===== src/hw/trap_stack_pkg.sv =====
// Constants and types shared by the trap privilege stack block
package trap_stack_pkg;
  localparam int DW = 64;
  localparam int AW = 8;
  localparam logic [1:0] PRIV_U = 2'h0;
  localparam logic [1:0] PRIV_S = 2'h1;
  localparam logic [1:0] PRIV_RSV = 2'h2;
  localparam logic [1:0] PRIV_M = 2'h3;
  localparam logic [AW-1:0] OFS_STATUS = 8'h00;
  localparam logic [AW-1:0] OFS_STATUSH = 8'h08;
  localparam logic [AW-1:0] OFS_NMI_STATUS = 8'h10;
  localparam logic [AW-1:0] OFS_NMI_EPC = 8'h18;
  localparam logic [AW-1:0] OFS_NMI_CAUSE = 8'h20;
  localparam logic [AW-1:0] OFS_M_EPC = 8'h28;
  localparam logic [AW-1:0] OFS_M_CAUSE = 8'h30;
  localparam logic [AW-1:0] OFS_HART_STATE = 8'h38;
  localparam logic [AW-1:0] OFS_VS_STATUS = 8'h40;
  localparam int BIT_SGIE = 1;
  localparam int BIT_MGIE = 3;
  localparam int BIT_SPREV_IE = 5;
  localparam int BIT_MPREV_IE = 7;
  localparam int BIT_SPREV_PRIV = 8;
  localparam int BIT_MPREV_PRIV = 11;
  localparam int BIT_LS_PRIV = 17;
  localparam int BIT_STRAP_OFF = 24;
  localparam int BIT_MPREV_VIRT = 39;
  localparam int BIT_MTRAP_OFF = 42;
  localparam int BITH_MPREV_VIRT = 7;
  localparam int BITH_MTRAP_OFF = 10;
  localparam int BITN_NMI_ON = 3;
  localparam int BITN_PREV_VIRT = 7;
  localparam int BITN_PREV_PRIV = 11;
  localparam int BITS_PRIV = 0;
  localparam int BITS_VIRT = 2;
  localparam int BITS_CRIT = 3;
  localparam logic RST_MTRAP_OFF = 1'b1;
  localparam logic RST_NMI_ON = 1'b0;
  typedef enum logic {HART_RUN, HART_CRIT} hart_e;
  typedef enum logic [1:0] {REDIR_M, REDIR_S, REDIR_NMI, REDIR_RET} redir_e;
endpackage : trap_stack_pkg


===== src/hw/irq_gate_if.sv =====
// Carrier between the trap stack and its interrupt enable gate
`timescale 1ns/1ns
interface irq_gate_if;
  logic clk;
  logic [1:0] privMode;
  logic mGie;
  logic sGie;
  logic halted;
  logic enM;
  logic enS;
  modport stack (output clk, output privMode, output mGie, output sGie, output halted,
                 input enM, input enS);
  modport gate (input clk, input privMode, input mGie, input sGie, input halted,
                output enM, output enS);
endinterface : irq_gate_if


===== src/hw/irq_gate.sv =====
// Global interrupt enable per target mode, masked by current privilege
`timescale 1ns/1ns
module irq_gate
  import trap_stack_pkg::*;
(
  // Link to the trap stack
  irq_gate_if.gate g
);
  always_comb begin
    g.enM = 1'b0;
    g.enS = 1'b0;
    if (!g.halted) begin
      if (g.privMode == PRIV_M) begin
        g.enM = g.mGie; // [RULE_01]
        g.enS = 1'b0; // [RULE_02]
      end else if (g.privMode == PRIV_S) begin
        g.enM = 1'b1; // [RULE_03]
        g.enS = g.sGie; // [RULE_01]
      end else begin
        g.enM = 1'b1; // [RULE_03]
        g.enS = 1'b1; // [RULE_03]
      end
    end
  end
endmodule : irq_gate


===== src/hw/trap_priv_stack.sv =====
// Privilege and interrupt-enable stack with double-trap detection
`timescale 1ns/1ns
// Behaviour
// [RULE_01] Same-mode interrupts follow that mode's global enable bit.
// [RULE_02] Interrupts for lower modes are always globally disabled.
// [RULE_03] Interrupts for higher modes are always globally enabled.
// [RULE_04] Machine prior mode holds two bits, supervisor prior mode one bit.
// [RULE_05] Trap entry stacks enable, clears it, records origin mode.
// [RULE_06] Return restores enable, mode; sets prior enable; prior mode to least mode.
// [RULE_07] Return to non-machine mode clears load-store privilege modify bit.
// [RULE_08] Prior mode fields hold only legal modes; absent owner reads zero.
// [RULE_09] With only user and machine, machine prior mode reads 00 or 11.
// [RULE_10] Machine trap-disable flag is one after reset.
// [RULE_11] Software setting trap-disable clears machine enable, even same write.
// [RULE_12] Software sets machine enable only when trap-disable is or becomes zero.
// [RULE_13] Machine trap sets trap-disable; already set means unexpected trap.
// [RULE_14] Resumable NMI is never unexpected and keeps trap-disable.
// [RULE_15] Trap in machine mode with NMI enable clear is unexpected.
// [RULE_16] Unexpected trap with NMI enabled goes to NMI handler, saving pc, cause.
// [RULE_17] Otherwise unexpected trap enters critical error, freezing all state.
// [RULE_18] Machine or supervisor return in machine mode clears trap-disable flags; supervisor ones only on return to user or virtual mode.
// [RULE_19] NMI return clears machine trap-disable only when leaving machine mode.
module trap_priv_stack
  import trap_stack_pkg::*;
#(
  parameter bit U_IMPL = 1'b1,
  parameter bit S_IMPL = 1'b1,
  parameter bit H_IMPL = 1'b0,
  parameter bit NMI_IMPL = 1'b1,
  parameter bit RV64 = 1'b1
)
(
  // Clock and reset
  input wire logic clk,
  input wire logic rst_n,
  // Register port
  input wire logic [AW-1:0] regAddr,
  input wire logic [DW-1:0] regWdata,
  input wire logic regWr,
  input wire logic regRd,
  output logic [DW-1:0] regRdata,
  // Trap and return events from the pipeline
  input wire logic trapValid,
  input wire logic trapToS,
  input wire logic trapNmi,
  input wire logic [DW-1:0] trapEpc,
  input wire logic [DW-1:0] trapCause,
  input wire logic retM,
  input wire logic retS,
  input wire logic retNmi,
  // Hart state towards the pipeline
  output logic [1:0] privMode,
  output logic virtMode,
  output logic lsPrivMod,
  output logic irqEnM,
  output logic irqEnS,
  output logic nmiEnable,
  output logic trapDone,
  output redir_e redirKind,
  // Platform
  output logic critError
);
  if (S_IMPL && !U_IMPL) begin : g_chk_s
    $error("supervisor mode requires user mode");
  end
  if (H_IMPL && !S_IMPL) begin : g_chk_h
    $error("virtualization requires supervisor mode");
  end

  typedef struct packed {
    hart_e hart;
    logic [1:0] priv;
    logic virt;
    logic mGie;
    logic sGie;
    logic mPrevIe;
    logic sPrevIe;
    logic [1:0] mPrevPriv;
    logic sPrevPriv;
    logic mPrevVirt;
    logic lsMod;
    logic mTrapOff;
    logic sTrapOff;
    logic vsTrapOff;
    logic nmiOn;
    logic [1:0] nmiPrevPriv;
    logic nmiPrevVirt;
    logic [DW-1:0] mEpc;
    logic [DW-1:0] mCause;
    logic [DW-1:0] nEpc;
    logic [DW-1:0] nCause;
    logic [DW-1:0] rdata;
    logic done;
    redir_e kind;
    logic enM;
    logic enS;
    logic nmiOk;
  } state_s;

  state_s r;
  state_s n;
  logic evRun;
  logic evNmi;
  logic evSTrap;
  logic evUnexp;
  logic evMNorm;
  logic evNmiRedir;
  logic evCrit;
  logic [1:0] newPriv;
  logic newVirt;
  logic wMtrap;

  irq_gate_if gi ();
  irq_gate u_gate (.g(gi.gate));
  assign gi.privMode = r.priv;
  assign gi.mGie = r.mGie;
  assign gi.sGie = r.sGie;
  assign gi.halted = (r.hart == HART_CRIT);
  assign gi.clk = clk;

  function automatic logic [1:0] leastMode();
    return U_IMPL ? PRIV_U : PRIV_M;
  endfunction : leastMode

  // Illegal codes fall back to machine mode so the field never holds reserved values
  function automatic logic [1:0] legalPrev(input logic [1:0] v);
    logic [1:0] res;
    res = PRIV_M;
    case (v)
      PRIV_S: res = S_IMPL ? PRIV_S : PRIV_M;
      PRIV_U: res = U_IMPL ? PRIV_U : PRIV_M;
      default: res = PRIV_M;
    endcase
    return res;
  endfunction : legalPrev

  function automatic logic [DW-1:0] readReg(input state_s s, input logic [AW-1:0] a);
    logic [DW-1:0] d;
    d = '0;
    case (a)
      OFS_STATUS: begin
        d[BIT_SGIE] = s.sGie;
        d[BIT_MGIE] = s.mGie;
        d[BIT_SPREV_IE] = s.sPrevIe;
        d[BIT_MPREV_IE] = s.mPrevIe;
        d[BIT_SPREV_PRIV] = s.sPrevPriv;
        d[BIT_MPREV_PRIV +: 2] = s.mPrevPriv;
        d[BIT_LS_PRIV] = s.lsMod;
        d[BIT_STRAP_OFF] = s.sTrapOff;
        if (RV64) begin
          d[BIT_MPREV_VIRT] = s.mPrevVirt;
          d[BIT_MTRAP_OFF] = s.mTrapOff;
        end
      end
      OFS_STATUSH: begin
        if (!RV64) begin
          d[BITH_MPREV_VIRT] = s.mPrevVirt;
          d[BITH_MTRAP_OFF] = s.mTrapOff;
        end
      end
      OFS_NMI_STATUS: begin
        d[BITN_NMI_ON] = s.nmiOn;
        d[BITN_PREV_VIRT] = s.nmiPrevVirt;
        d[BITN_PREV_PRIV +: 2] = s.nmiPrevPriv;
      end
      OFS_NMI_EPC: d = s.nEpc;
      OFS_NMI_CAUSE: d = s.nCause;
      OFS_M_EPC: d = s.mEpc;
      OFS_M_CAUSE: d = s.mCause;
      OFS_HART_STATE: begin
        d[BITS_PRIV +: 2] = s.priv;
        d[BITS_VIRT] = s.virt;
        d[BITS_CRIT] = (s.hart == HART_CRIT);
      end
      OFS_VS_STATUS: d[BIT_STRAP_OFF] = s.vsTrapOff;
      default: d = '0;
    endcase
    return d;
  endfunction : readReg

  always_comb begin
    n = r;
    n.done = 1'b0;
    n.rdata = '0;
    n.enM = gi.enM;
    n.enS = gi.enS;
    evRun = (r.hart == HART_RUN);
    evNmi = 1'b0;
    evSTrap = 1'b0;
    evUnexp = 1'b0;
    evMNorm = 1'b0;
    evNmiRedir = 1'b0;
    evCrit = 1'b0;
    newPriv = PRIV_M;
    newVirt = 1'b0;
    wMtrap = RV64 ? regWdata[BIT_MTRAP_OFF] : r.mTrapOff;
    if (regRd) begin
      n.rdata = readReg(r, regAddr);
    end
    // Software writes; pipeline events below override them in the same cycle
    if (regWr && evRun) begin
      case (regAddr)
        OFS_STATUS: begin
          n.sGie = S_IMPL & regWdata[BIT_SGIE];
          n.sPrevIe = S_IMPL & regWdata[BIT_SPREV_IE];
          n.sPrevPriv = S_IMPL & regWdata[BIT_SPREV_PRIV]; // [RULE_08]
          n.mPrevIe = regWdata[BIT_MPREV_IE];
          n.mPrevPriv = legalPrev(regWdata[BIT_MPREV_PRIV +: 2]); // [RULE_08] [RULE_09]
          n.lsMod = U_IMPL & regWdata[BIT_LS_PRIV];
          n.sTrapOff = S_IMPL & regWdata[BIT_STRAP_OFF];
          if (RV64) begin
            n.mPrevVirt = H_IMPL & regWdata[BIT_MPREV_VIRT];
            n.mTrapOff = wMtrap;
          end
          n.mGie = regWdata[BIT_MGIE] & ~wMtrap; // [RULE_11] [RULE_12]
        end
        OFS_STATUSH: begin
          if (!RV64) begin
            n.mPrevVirt = H_IMPL & regWdata[BITH_MPREV_VIRT];
            n.mTrapOff = regWdata[BITH_MTRAP_OFF];
            if (regWdata[BITH_MTRAP_OFF]) begin
              n.mGie = 1'b0; // [RULE_11]
            end
          end
        end
        OFS_NMI_STATUS: begin
          // Software may set but never clear the NMI enable
          n.nmiOn = NMI_IMPL & (r.nmiOn | regWdata[BITN_NMI_ON]);
          n.nmiPrevPriv = legalPrev(regWdata[BITN_PREV_PRIV +: 2]); // [RULE_08]
          n.nmiPrevVirt = H_IMPL & regWdata[BITN_PREV_VIRT];
        end
        OFS_NMI_EPC: n.nEpc = regWdata;
        OFS_NMI_CAUSE: n.nCause = regWdata;
        OFS_M_EPC: n.mEpc = regWdata;
        OFS_M_CAUSE: n.mCause = regWdata;
        OFS_VS_STATUS: n.vsTrapOff = H_IMPL & regWdata[BIT_STRAP_OFF];
        default: n.rdata = n.rdata;
      endcase
    end
    if (trapValid && evRun) begin
      n.done = 1'b1;
      if (trapNmi && NMI_IMPL) begin
        evNmi = 1'b1; // [RULE_14]
      end else if (trapToS && S_IMPL && r.priv != PRIV_M) begin
        evSTrap = 1'b1;
      end else begin
        evUnexp = r.mTrapOff || (NMI_IMPL && r.priv == PRIV_M && !r.nmiOn); // [RULE_13] [RULE_15]
        evNmiRedir = evUnexp && NMI_IMPL && r.nmiOn; // [RULE_16]
        evCrit = evUnexp && !evNmiRedir; // [RULE_17]
        evMNorm = !evUnexp;
      end
      if (evNmi || evNmiRedir) begin
        n.nEpc = trapEpc; // [RULE_16]
        n.nCause = trapCause;
        n.nmiPrevPriv = evNmi ? r.priv : PRIV_M; // [RULE_16]
        n.nmiPrevVirt = evNmi & r.virt;
        n.nmiOn = 1'b0;
        n.priv = PRIV_M;
        n.virt = 1'b0;
        n.kind = REDIR_NMI;
      end else if (evSTrap) begin
        n.sPrevIe = r.sGie; // [RULE_05]
        n.sGie = 1'b0;
        n.sPrevPriv = r.priv[0]; // [RULE_04]
        n.priv = PRIV_S;
        n.virt = 1'b0;
        n.kind = REDIR_S;
      end else if (evMNorm) begin
        n.mPrevIe = r.mGie; // [RULE_05]
        n.mGie = 1'b0;
        n.mPrevPriv = r.priv; // [RULE_04]
        n.mPrevVirt = r.virt;
        n.mTrapOff = 1'b1; // [RULE_13]
        n.mEpc = trapEpc;
        n.mCause = trapCause;
        n.priv = PRIV_M;
        n.virt = 1'b0;
        n.kind = REDIR_M;
      end else begin
        // Critical error: architectural state and pc are left as they were,
        // so a register write in the same cycle is dropped as well
        n = r;
        n.hart = HART_CRIT; // [RULE_17]
        n.done = 1'b0;
        n.rdata = regRd ? readReg(r, regAddr) : '0;
        n.enM = 1'b0; // [RULE_17]
        n.enS = 1'b0;
      end
    end else if (retM && evRun) begin
      newPriv = r.mPrevPriv;
      newVirt = (r.mPrevPriv != PRIV_M) & r.mPrevVirt;
      n.mGie = r.mPrevIe; // [RULE_06]
      n.mPrevIe = 1'b1;
      n.mPrevPriv = leastMode();
      n.mPrevVirt = 1'b0;
    end else if (retS && evRun && S_IMPL) begin
      newPriv = {1'b0, r.sPrevPriv};
      newVirt = r.virt;
      n.sGie = r.sPrevIe; // [RULE_06]
      n.sPrevIe = 1'b1;
      n.sPrevPriv = 1'b0;
    end else if (retNmi && evRun && NMI_IMPL) begin
      newPriv = r.nmiPrevPriv;
      newVirt = (r.nmiPrevPriv != PRIV_M) & r.nmiPrevVirt;
      n.nmiOn = 1'b1;
      if (newPriv != PRIV_M) begin
        n.mTrapOff = 1'b0; // [RULE_19]
      end
    end
    if (evRun && !trapValid && (retM || (retS && S_IMPL) || (retNmi && NMI_IMPL))) begin
      n.priv = newPriv; // [RULE_06]
      n.virt = newVirt;
      n.done = 1'b1;
      n.kind = REDIR_RET;
      if (newPriv != PRIV_M) begin
        n.lsMod = 1'b0; // [RULE_07]
      end
      if ((retM || retS) && r.priv == PRIV_M) begin
        n.mTrapOff = 1'b0; // [RULE_18]
      end
      if ((retNmi || r.priv == PRIV_M) && (newPriv == PRIV_U || newVirt)) begin
        n.sTrapOff = 1'b0; // [RULE_18] [RULE_19]
        if (newVirt && newPriv == PRIV_U) begin
          n.vsTrapOff = 1'b0;
        end
      end
    end
    // Follows the next state so a cleared NMI enable is never shown for an extra cycle
    n.nmiOk = n.nmiOn && (n.hart == HART_RUN); // [RULE_17]
  end

  always_ff @(posedge clk) begin
    if (!rst_n) begin
      r <= '0;
      r.priv <= PRIV_M;
      r.mPrevPriv <= leastMode();
      r.mTrapOff <= RST_MTRAP_OFF; // [RULE_10]
      r.nmiOn <= RST_NMI_ON;
      r.nmiPrevPriv <= PRIV_M;
    end else begin
      r <= n;
    end
  end

  assign regRdata = r.rdata;
  assign privMode = r.priv;
  assign virtMode = r.virt;
  assign lsPrivMod = r.lsMod;
  assign irqEnM = r.enM;
  assign irqEnS = r.enS;
  assign nmiEnable = r.nmiOk;
  assign trapDone = r.done;
  assign redirKind = r.kind;
  assign critError = (r.hart == HART_CRIT);
endmodule : trap_priv_stack


===== config.mk =====
export PLATFORM = sky130hd
export DESIGN_NAME = trap_priv_stack
export DESIGN_NICKNAME = d
export VERILOG_FILES = /design/src/hw/trap_stack_pkg.sv /design/src/hw/irq_gate_if.sv /design/src/hw/irq_gate.sv /design/src/hw/trap_priv_stack.sv
export SDC_FILE = /design/constraint.sdc
export NUM_CORES = 1
export LEC_CHECK = 0
export ABC_AREA = 1
export BUFFER_PORTS_ARGS = -buffer_cell sky130_fd_sc_hd__buf_4
export CORE_AREA = 3 3 246 248
export DETAILED_ROUTE_END_ITERATION = 10
export DIE_AREA = 0 0 249 251
export PLACE_DENSITY = 0.56
export SETUP_SLACK_MARGIN = 0.5
export SYNTH_ARGS = -nofsm -noshare
export SYNTH_HDL_FRONTEND = slang
export SYNTH_SLANG_ARGS = --single-unit
export TNS_END_PERCENT = 30

===== constraint.sdc =====
create_clock -name clk -period 3.3 [get_ports clk]
set_clock_uncertainty 0.1 [all_clocks]
set_input_delay 0.66 -clock clk [delete_from_list [all_inputs] [get_ports clk]]
set_output_delay 0.66 -clock clk [all_outputs]
set_load 0.005 [all_outputs]

Word level (Yosys, flattened, before mapping)
Index checks and enable logic that the tools add are counted.
{"block": "classes", "bitwise": 8, "muxes": 121, "reduce_logical": 29, "n_eq_ne": 15}
{"operator": "2-to-1 mux 128 bit", "n": 3}
{"operator": "2-to-1 mux 336 bit", "n": 1}
{"operator": "2-to-1 mux 330 bit", "n": 1}
{"operator": "2-to-1 mux 329 bit", "n": 1}
{"operator": "2-to-1 mux 64 bit", "n": 5}
{"operator": "2-to-1 mux 193 bit", "n": 1}
{"operator": "one-hot mux 21 bit (4 select lines)", "n": 1}
{"operator": "2-to-1 mux 65 bit", "n": 1}
{"operator": "2-to-1 mux 1 bit", "n": 58}
{"operator": "one-hot mux 14 bit (4 select lines)", "n": 1}
{"operator": "one-hot mux 1 bit (5 select lines)", "n": 7}
{"operator": "== test 8 x 6 -> 1 bit (second input constant)", "n": 4}
{"operator": "2-to-1 mux 2 bit", "n": 13}
{"operator": "one-hot mux 6 bit (4 select lines)", "n": 1}
{"operator": "2-to-1 mux 3 bit", "n": 7}
{"operator": "2-to-1 mux 4 bit", "n": 5}
{"operator": "one-hot mux 1 bit (6 select lines)", "n": 3}
{"operator": "== test 8 x 5 -> 1 bit (second input constant)", "n": 2}
{"operator": "one-hot mux 2 bit (4 select lines)", "n": 2}
{"operator": "one-hot mux 4 bit (4 select lines)", "n": 1}
{"operator": "logical AND 1 bit", "n": 14}
{"operator": "2-to-1 mux 12 bit", "n": 1}
{"operator": "one-hot mux 2 bit (6 select lines)", "n": 1}
{"operator": "2-to-1 mux 11 bit", "n": 1}
{"operator": "other kinds (20)", "n": 38}
{"block": "word_totals", "regBits": 346, "word_cells": 200, "input_bits": 210}

Longest topological paths before layout
{"block": "logic_depth", "ltp_word": 14, "ltp_mapped": 12}

Modules after synthesis
A second synthesis with hierarchy kept.
{"block": "hier_totals", "cells_unflattened": 3387, "area_unflattened_um2": 20400.8}
{"module": "trap_priv_stack", "seq_area_each_um2": 6926.6, "area_each_um2": 20368.3, "n_inst": 1, "cells_each": 3379}
{"module": "irq_gate", "seq_area_each_um2": 0.0, "area_each_um2": 32.5, "n_inst": 1, "cells_each": 8}

Least setup slack after synthesis
Ideal clock, no wire load.
{"block": "synth_timing", "kind": "input-to-reg", "from": "in regAddr[1]", "to": "reg r[84] (netlist name)", "path_stages": 8, "path_slack_ps": 1226, "t_required_ps": 3068, "arrival_time_ps": 1842, "path_buffers": 2, "cell_sequence": "nor2_1 nand2_1 nor2_2 clkbuf_1 buf_2 nand3_1 nand3_1 a21oi_1"}
{"block": "synth_between", "elab_chain_cells": 7}
{"element": "from (decl)", "line": "trap_priv_stack.sv:37", "rtl": "input wire logic [AW-1:0] regAddr,"}
{"element": "== test 8 x 6 -> 1 bit *", "line": "trap_priv_stack.sv:202", "rtl": "case (regAddr)"}
{"element": "2-to-1 mux 64 bit *", "line": "trap_priv_stack.sv:202"}
{"element": "2-to-1 mux 336 bit *", "line": "trap_priv_stack.sv:201", "rtl": "if (regWr && evRun) begin"}
{"element": "2-to-1 mux 193 bit", "line": "trap_priv_stack.sv:268", "rtl": "end else if (evMNorm) begin"}
{"element": "2-to-1 mux 330 bit", "line": "trap_priv_stack.sv:261", "rtl": "end else if (evSTrap) begin"}
{"element": "2-to-1 mux 128 bit", "line": "trap_priv_stack.sv:252", "rtl": "if (evNmi || evNmiRedir) begin"}
{"element": "2-to-1 mux 329 bit *", "line": "trap_priv_stack.sv:240", "rtl": "if (trapValid && evRun) begin"}
{"element": "to (signal assigned)", "line": "trap_priv_stack.sv:341", "rtl": "r <= n;"}
{"element": "to (decl)", "line": "trap_priv_stack.sv:100", "rtl": "state_s r;"}
Mark *: on every way between the ends. The rest lies on a longest branch, timed or not. The select of a mux whose other input is x is not followed.
A chain may end at the register's enable or synchronous reset.

Worst setup path after layout
{"block": "layout_timing", "from": "reg r (netlist bit privMode[1])", "to": "reg r[201] (netlist name)"}
{"block": "layout_between", "elab_chain_cells": 10}
{"element": "== test 2 bit", "line": "trap_priv_stack.sv:247", "rtl": "evUnexp = r.mTrapOff || (NMI_IMPL && r.priv == PRIV_M && !r.nmiOn);"}
{"element": "logical AND 1 bit", "line": "trap_priv_stack.sv:247"}
{"element": "logical OR 1 bit", "line": "trap_priv_stack.sv:247"}
{"element": "logical AND 1 bit", "line": "trap_priv_stack.sv:248", "rtl": "evNmiRedir = evUnexp && NMI_IMPL && r.nmiOn;"}
{"element": "2-to-1 mux 1 bit", "line": "trap_priv_stack.sv:244", "rtl": "end else if (trapToS && S_IMPL && r.priv != PRIV_M) begin"}
{"element": "2-to-1 mux 1 bit", "line": "trap_priv_stack.sv:242", "rtl": "if (trapNmi && NMI_IMPL) begin"}
{"element": "2-to-1 mux 1 bit", "line": "trap_priv_stack.sv:240"}
{"element": "logical OR 1 bit", "line": "trap_priv_stack.sv:252"}
{"element": "2-to-1 mux 128 bit", "line": "trap_priv_stack.sv:252"}
{"element": "2-to-1 mux 329 bit", "line": "trap_priv_stack.sv:240"}
Several ways; a longest one is shown, not always the timed one. The select of a mux whose other input is x is not followed.

==> flow_metrics.py <==
metrics = {
    "setup_path": {
        "crit-reg2reg-launch": "privMode[1]",
        "arrival_ps": 2860,
        "cp_max_fo": 20,
        "crit_path_start": "privMode[1]",
        "timing.rr.end": "r[201]",
        "reg2reg_slack_ps": 840,
        "reg2reg_depth": 9,
        "critPathCaptureType": "flip-flop",
        "path_class": "reg2reg",
        "required_ps": 3700,
        "start_kind": "flip-flop",
    },
    "die": {
        "row_count": 89,
        "dieWidth_um": 249,
        "dieHeight_um": 251,
        "initial_core_util": 0.347,
        "dieArea_um2": 62500,
        "io_pins": 285,
        "core_um2": 58700,
    },
    "place": {
        "gp_congestion": 0.910,
        "place_area_um2": 22700,
        "io_buffers": 284,
        "dp_hpwl_um": 50400,
        "dp_cells": 4168,
        "pre_cts_slack_ps": 576,
    },
    "clocking": {
        "cts_buffers": 42,
        "clock_latency_ps": 580,
        "cts.path.max_buffers": 3,
        "cts_root_buffer": "clkbuf_16",
        "cts.clk_slew.worst_paths_ps": 60,
        "cts.sinks": 346,
        "cts_tree": "built",
        "htree_levels": 2,
    },
    "sta": {
        "max-slew-margin-rel": 0.520,
        "grt_setup_unrepaired": "false",
        "finalHoldViolCount": 0,
        "tns_ps": 0,
        "drv_slew": 0,
        "tightest_slew_ps": 720,
        "whs_ps": 297,
        "fin_crit_sh": 0.747,
        "post-route-min-period_ps": 2460,
        "setup_viol": 0,
        "worst_slack_ps": 836,
        "max_freq_mhz": 406,
    },
    "grt": {
        "antenna_found_initial": 5,
        "grt-ovfl-total": 0,
        "grt_usage": 0.253,
        "first_global_vias": 20841,
        "grt_max_degree": 114,
        "grt_pass1_wl_um": 125000,
    },
    "pwr": {
        "p_sw_uw": 3490,
        "swShare": 0.303,
        "p_seq_frac": 0.401,
        "clockPowerShare": 0.420,
        "ir_worst_vdd_mv": 0.301,
        "power.leakage_uw": 0.0108,
        "p_int_uw": 8020,
        "pwr_density_cell_nw_per_um2": 477,
        "comb_power_share": 0.179,
    },
    "cells_and_area": {
        "fillers": 6384,
        "postLayoutCellArea_um2": 24100,
        "area_growth_pct": 18.5,
        "drive_gt1_frac": 0.129,
        "final_nets": 3649,
        "final_cells": 4244,
    },
    "worst_hold_path": {
        "hold_class": "in2reg",
        "hold_end": "r[331]",
        "min-delay-start": "regWdata[24]",
        "worstHoldPathCells": 3,
    },
    "detailed_routing": {
        "vias": 22134,
        "drt-pass1-iter-count": 6,
        "post_drt_wl_per_cell_um": 19.3,
        "routed_via_density": 5.22,
        "drt_iter0_markers": 2228,
        "antenna_left": 0,
        "routed_wl_um": 82100,
        "drc": 0,
    },
    "synthesis": {
        "netlist_area_um2": 20400,
        "synthArstFlopShare": 0,
        "synth_area_leader_cell": "dfxtp_1",
        "synth.distinct_cells": 28,
        "synth_top_area_share": 0.340,
        "ys_seq_area_frac": 0.340,
        "synth_edf_count": 0,
        "synth_seq_cells": 346,
        "syn_avg_cell_area_um2": 6.05,
        "synth_top_flop_cell": "dfxtp_1",
        "synthCells": 3367,
        "synth_area_leaders": "dfxtp_1 (34%), nand3_1 (14%), nand2_1 (14%)",
        "yosysWarningCount": 0,
        "syn_nets": 3577,
    },
    "job": {
        "drv_cap": 0,
    },
    "outcome": {
        "status": "complete, no violations",
    },
}
## synthesized netlist by cell type, drive strengths merged, types with 2 or more instances
library cell / number
nor3: 3
dfxtp: 346
o211ai: 2
inv: 400
buf: 161
o22ai: 52
nand4: 6
o21ai: 253
clkbuf: 157
nand2: 769
nor2: 305
a21oi: 321
nand3: 588
## cell type report
type | count | area (um2) | share of cell area
clock buffer | 66 | 1320 | 0.0545
timing repair buffer | 346 | 2850 | 0.118
tap | 773 | 967 | 0.0401
antenna | 1 | 2.50 | 0.000104
multi-input combinational | 2302 | 10400 | 0.433
sequential | 346 | 6930 | 0.287
inverter | 401 | 1520 | 0.0630
clock inverter | 9 | 95.1 | 0.00394
## worst max-delay path, cell delays in order (launching register included)
cell     delay [ps]
dfxtp_2         490
nand2_2         220
nand2_2         160
inv_1           100
nor2_2          270
nand3_4         290
nand2_4         170
buf_4           320
nand2_1         100
a21oi_1         140
## cells by family after synthesis
group | after synthesis | synth area share
DFF | 346 | 0.340
and+or+nand+nor | 1672 | 0.348
AOI/OAI and AO/OA | 630 | 0.160
buffers and inverters | 719 | 0.152
## power groups by stage
stage	Sequential [uW]	Clock (uW)	Combinational [uW]
floorplan	4660	0	1280
global placement	4700	0	2040
detailed placement	4700	0	2040
CTS	4610	4940	2050
global route	4640	5090	2300
finish	4610	4840	2070
## registers in the layout (all words and copies together), names as in the netlist
name and cells:
critError 1, privMode 2, nmiEnable 1, lsPrivMod 1, virtMode 1, irqEnM 1
trapDone 1, regRdata 64, r 269, irqEnS 1, gi.sGie 1, gi.mGie 1
redirKind 2
## per-stage QoR
step           total power (uW)  utilization
6_report                  11500        0.411
5_1_grt                   12000        0.411
4_1_cts                   11600        0.411
3_5_place_dp               6740        0.387
3_3_place_gp               6740        0.387
2_1_floorplan              5940            -
## cell usage in the layout, fill, tap and decap left out, types with 2 or more instances in the layout
cell type  Yosys  final
nor3_1         3      3
nor2_4         0      6
nand2_2        6      5
dfxtp_1      346    345
clkbuf_1     157     10
a21oi_1      321    321
nand3_4        0      2
nand2_1      762    756
inv_2          5      5
nand4_1        6      6
inv_1        394    393
buf_12         0     20
o21ai_1       28     29
o22ai_1       52     52
nor2_2         8      4
o21ai_0      223    222
clkbuf_8       0     11
bufinv_16      0      2
o211ai_1       2      2
nor2_1       297    295
nand2_4        1      7
buf_4         73    326
clkbuf_16      0     45
clkinv_2       0      7
o21ai_4        2      2
nand3_1      586    586
## metal layers
layer | vias to the layer above | GRT usage | part of all wire
li1 | 10914 | - | -
met1 | 10217 | 0.351 | 0.45
met2 | 854 | 0.397 | 0.44
met3 | 141 | 0.0389 | 0.075
met4 | 8 | 0.0920 | 0.032
met5 | - | 0 | 0.00057
## timing repair
action                                  CTS  global route
hold buffers                              0             0
gates resized for setup                   0             2
buffers inserted                          0             0
endpoints found under the setup margin    0            12
## worst max-delay path by stage
stage,endpoint,cells past startpoint
after floorplan,r[84],8
after global placement,r[71],10
after detailed placement,r[100],10
after CTS,r[326],8
after global routing,r[257],9
final,r[201],9
Power figures use the tool's default switching activity.
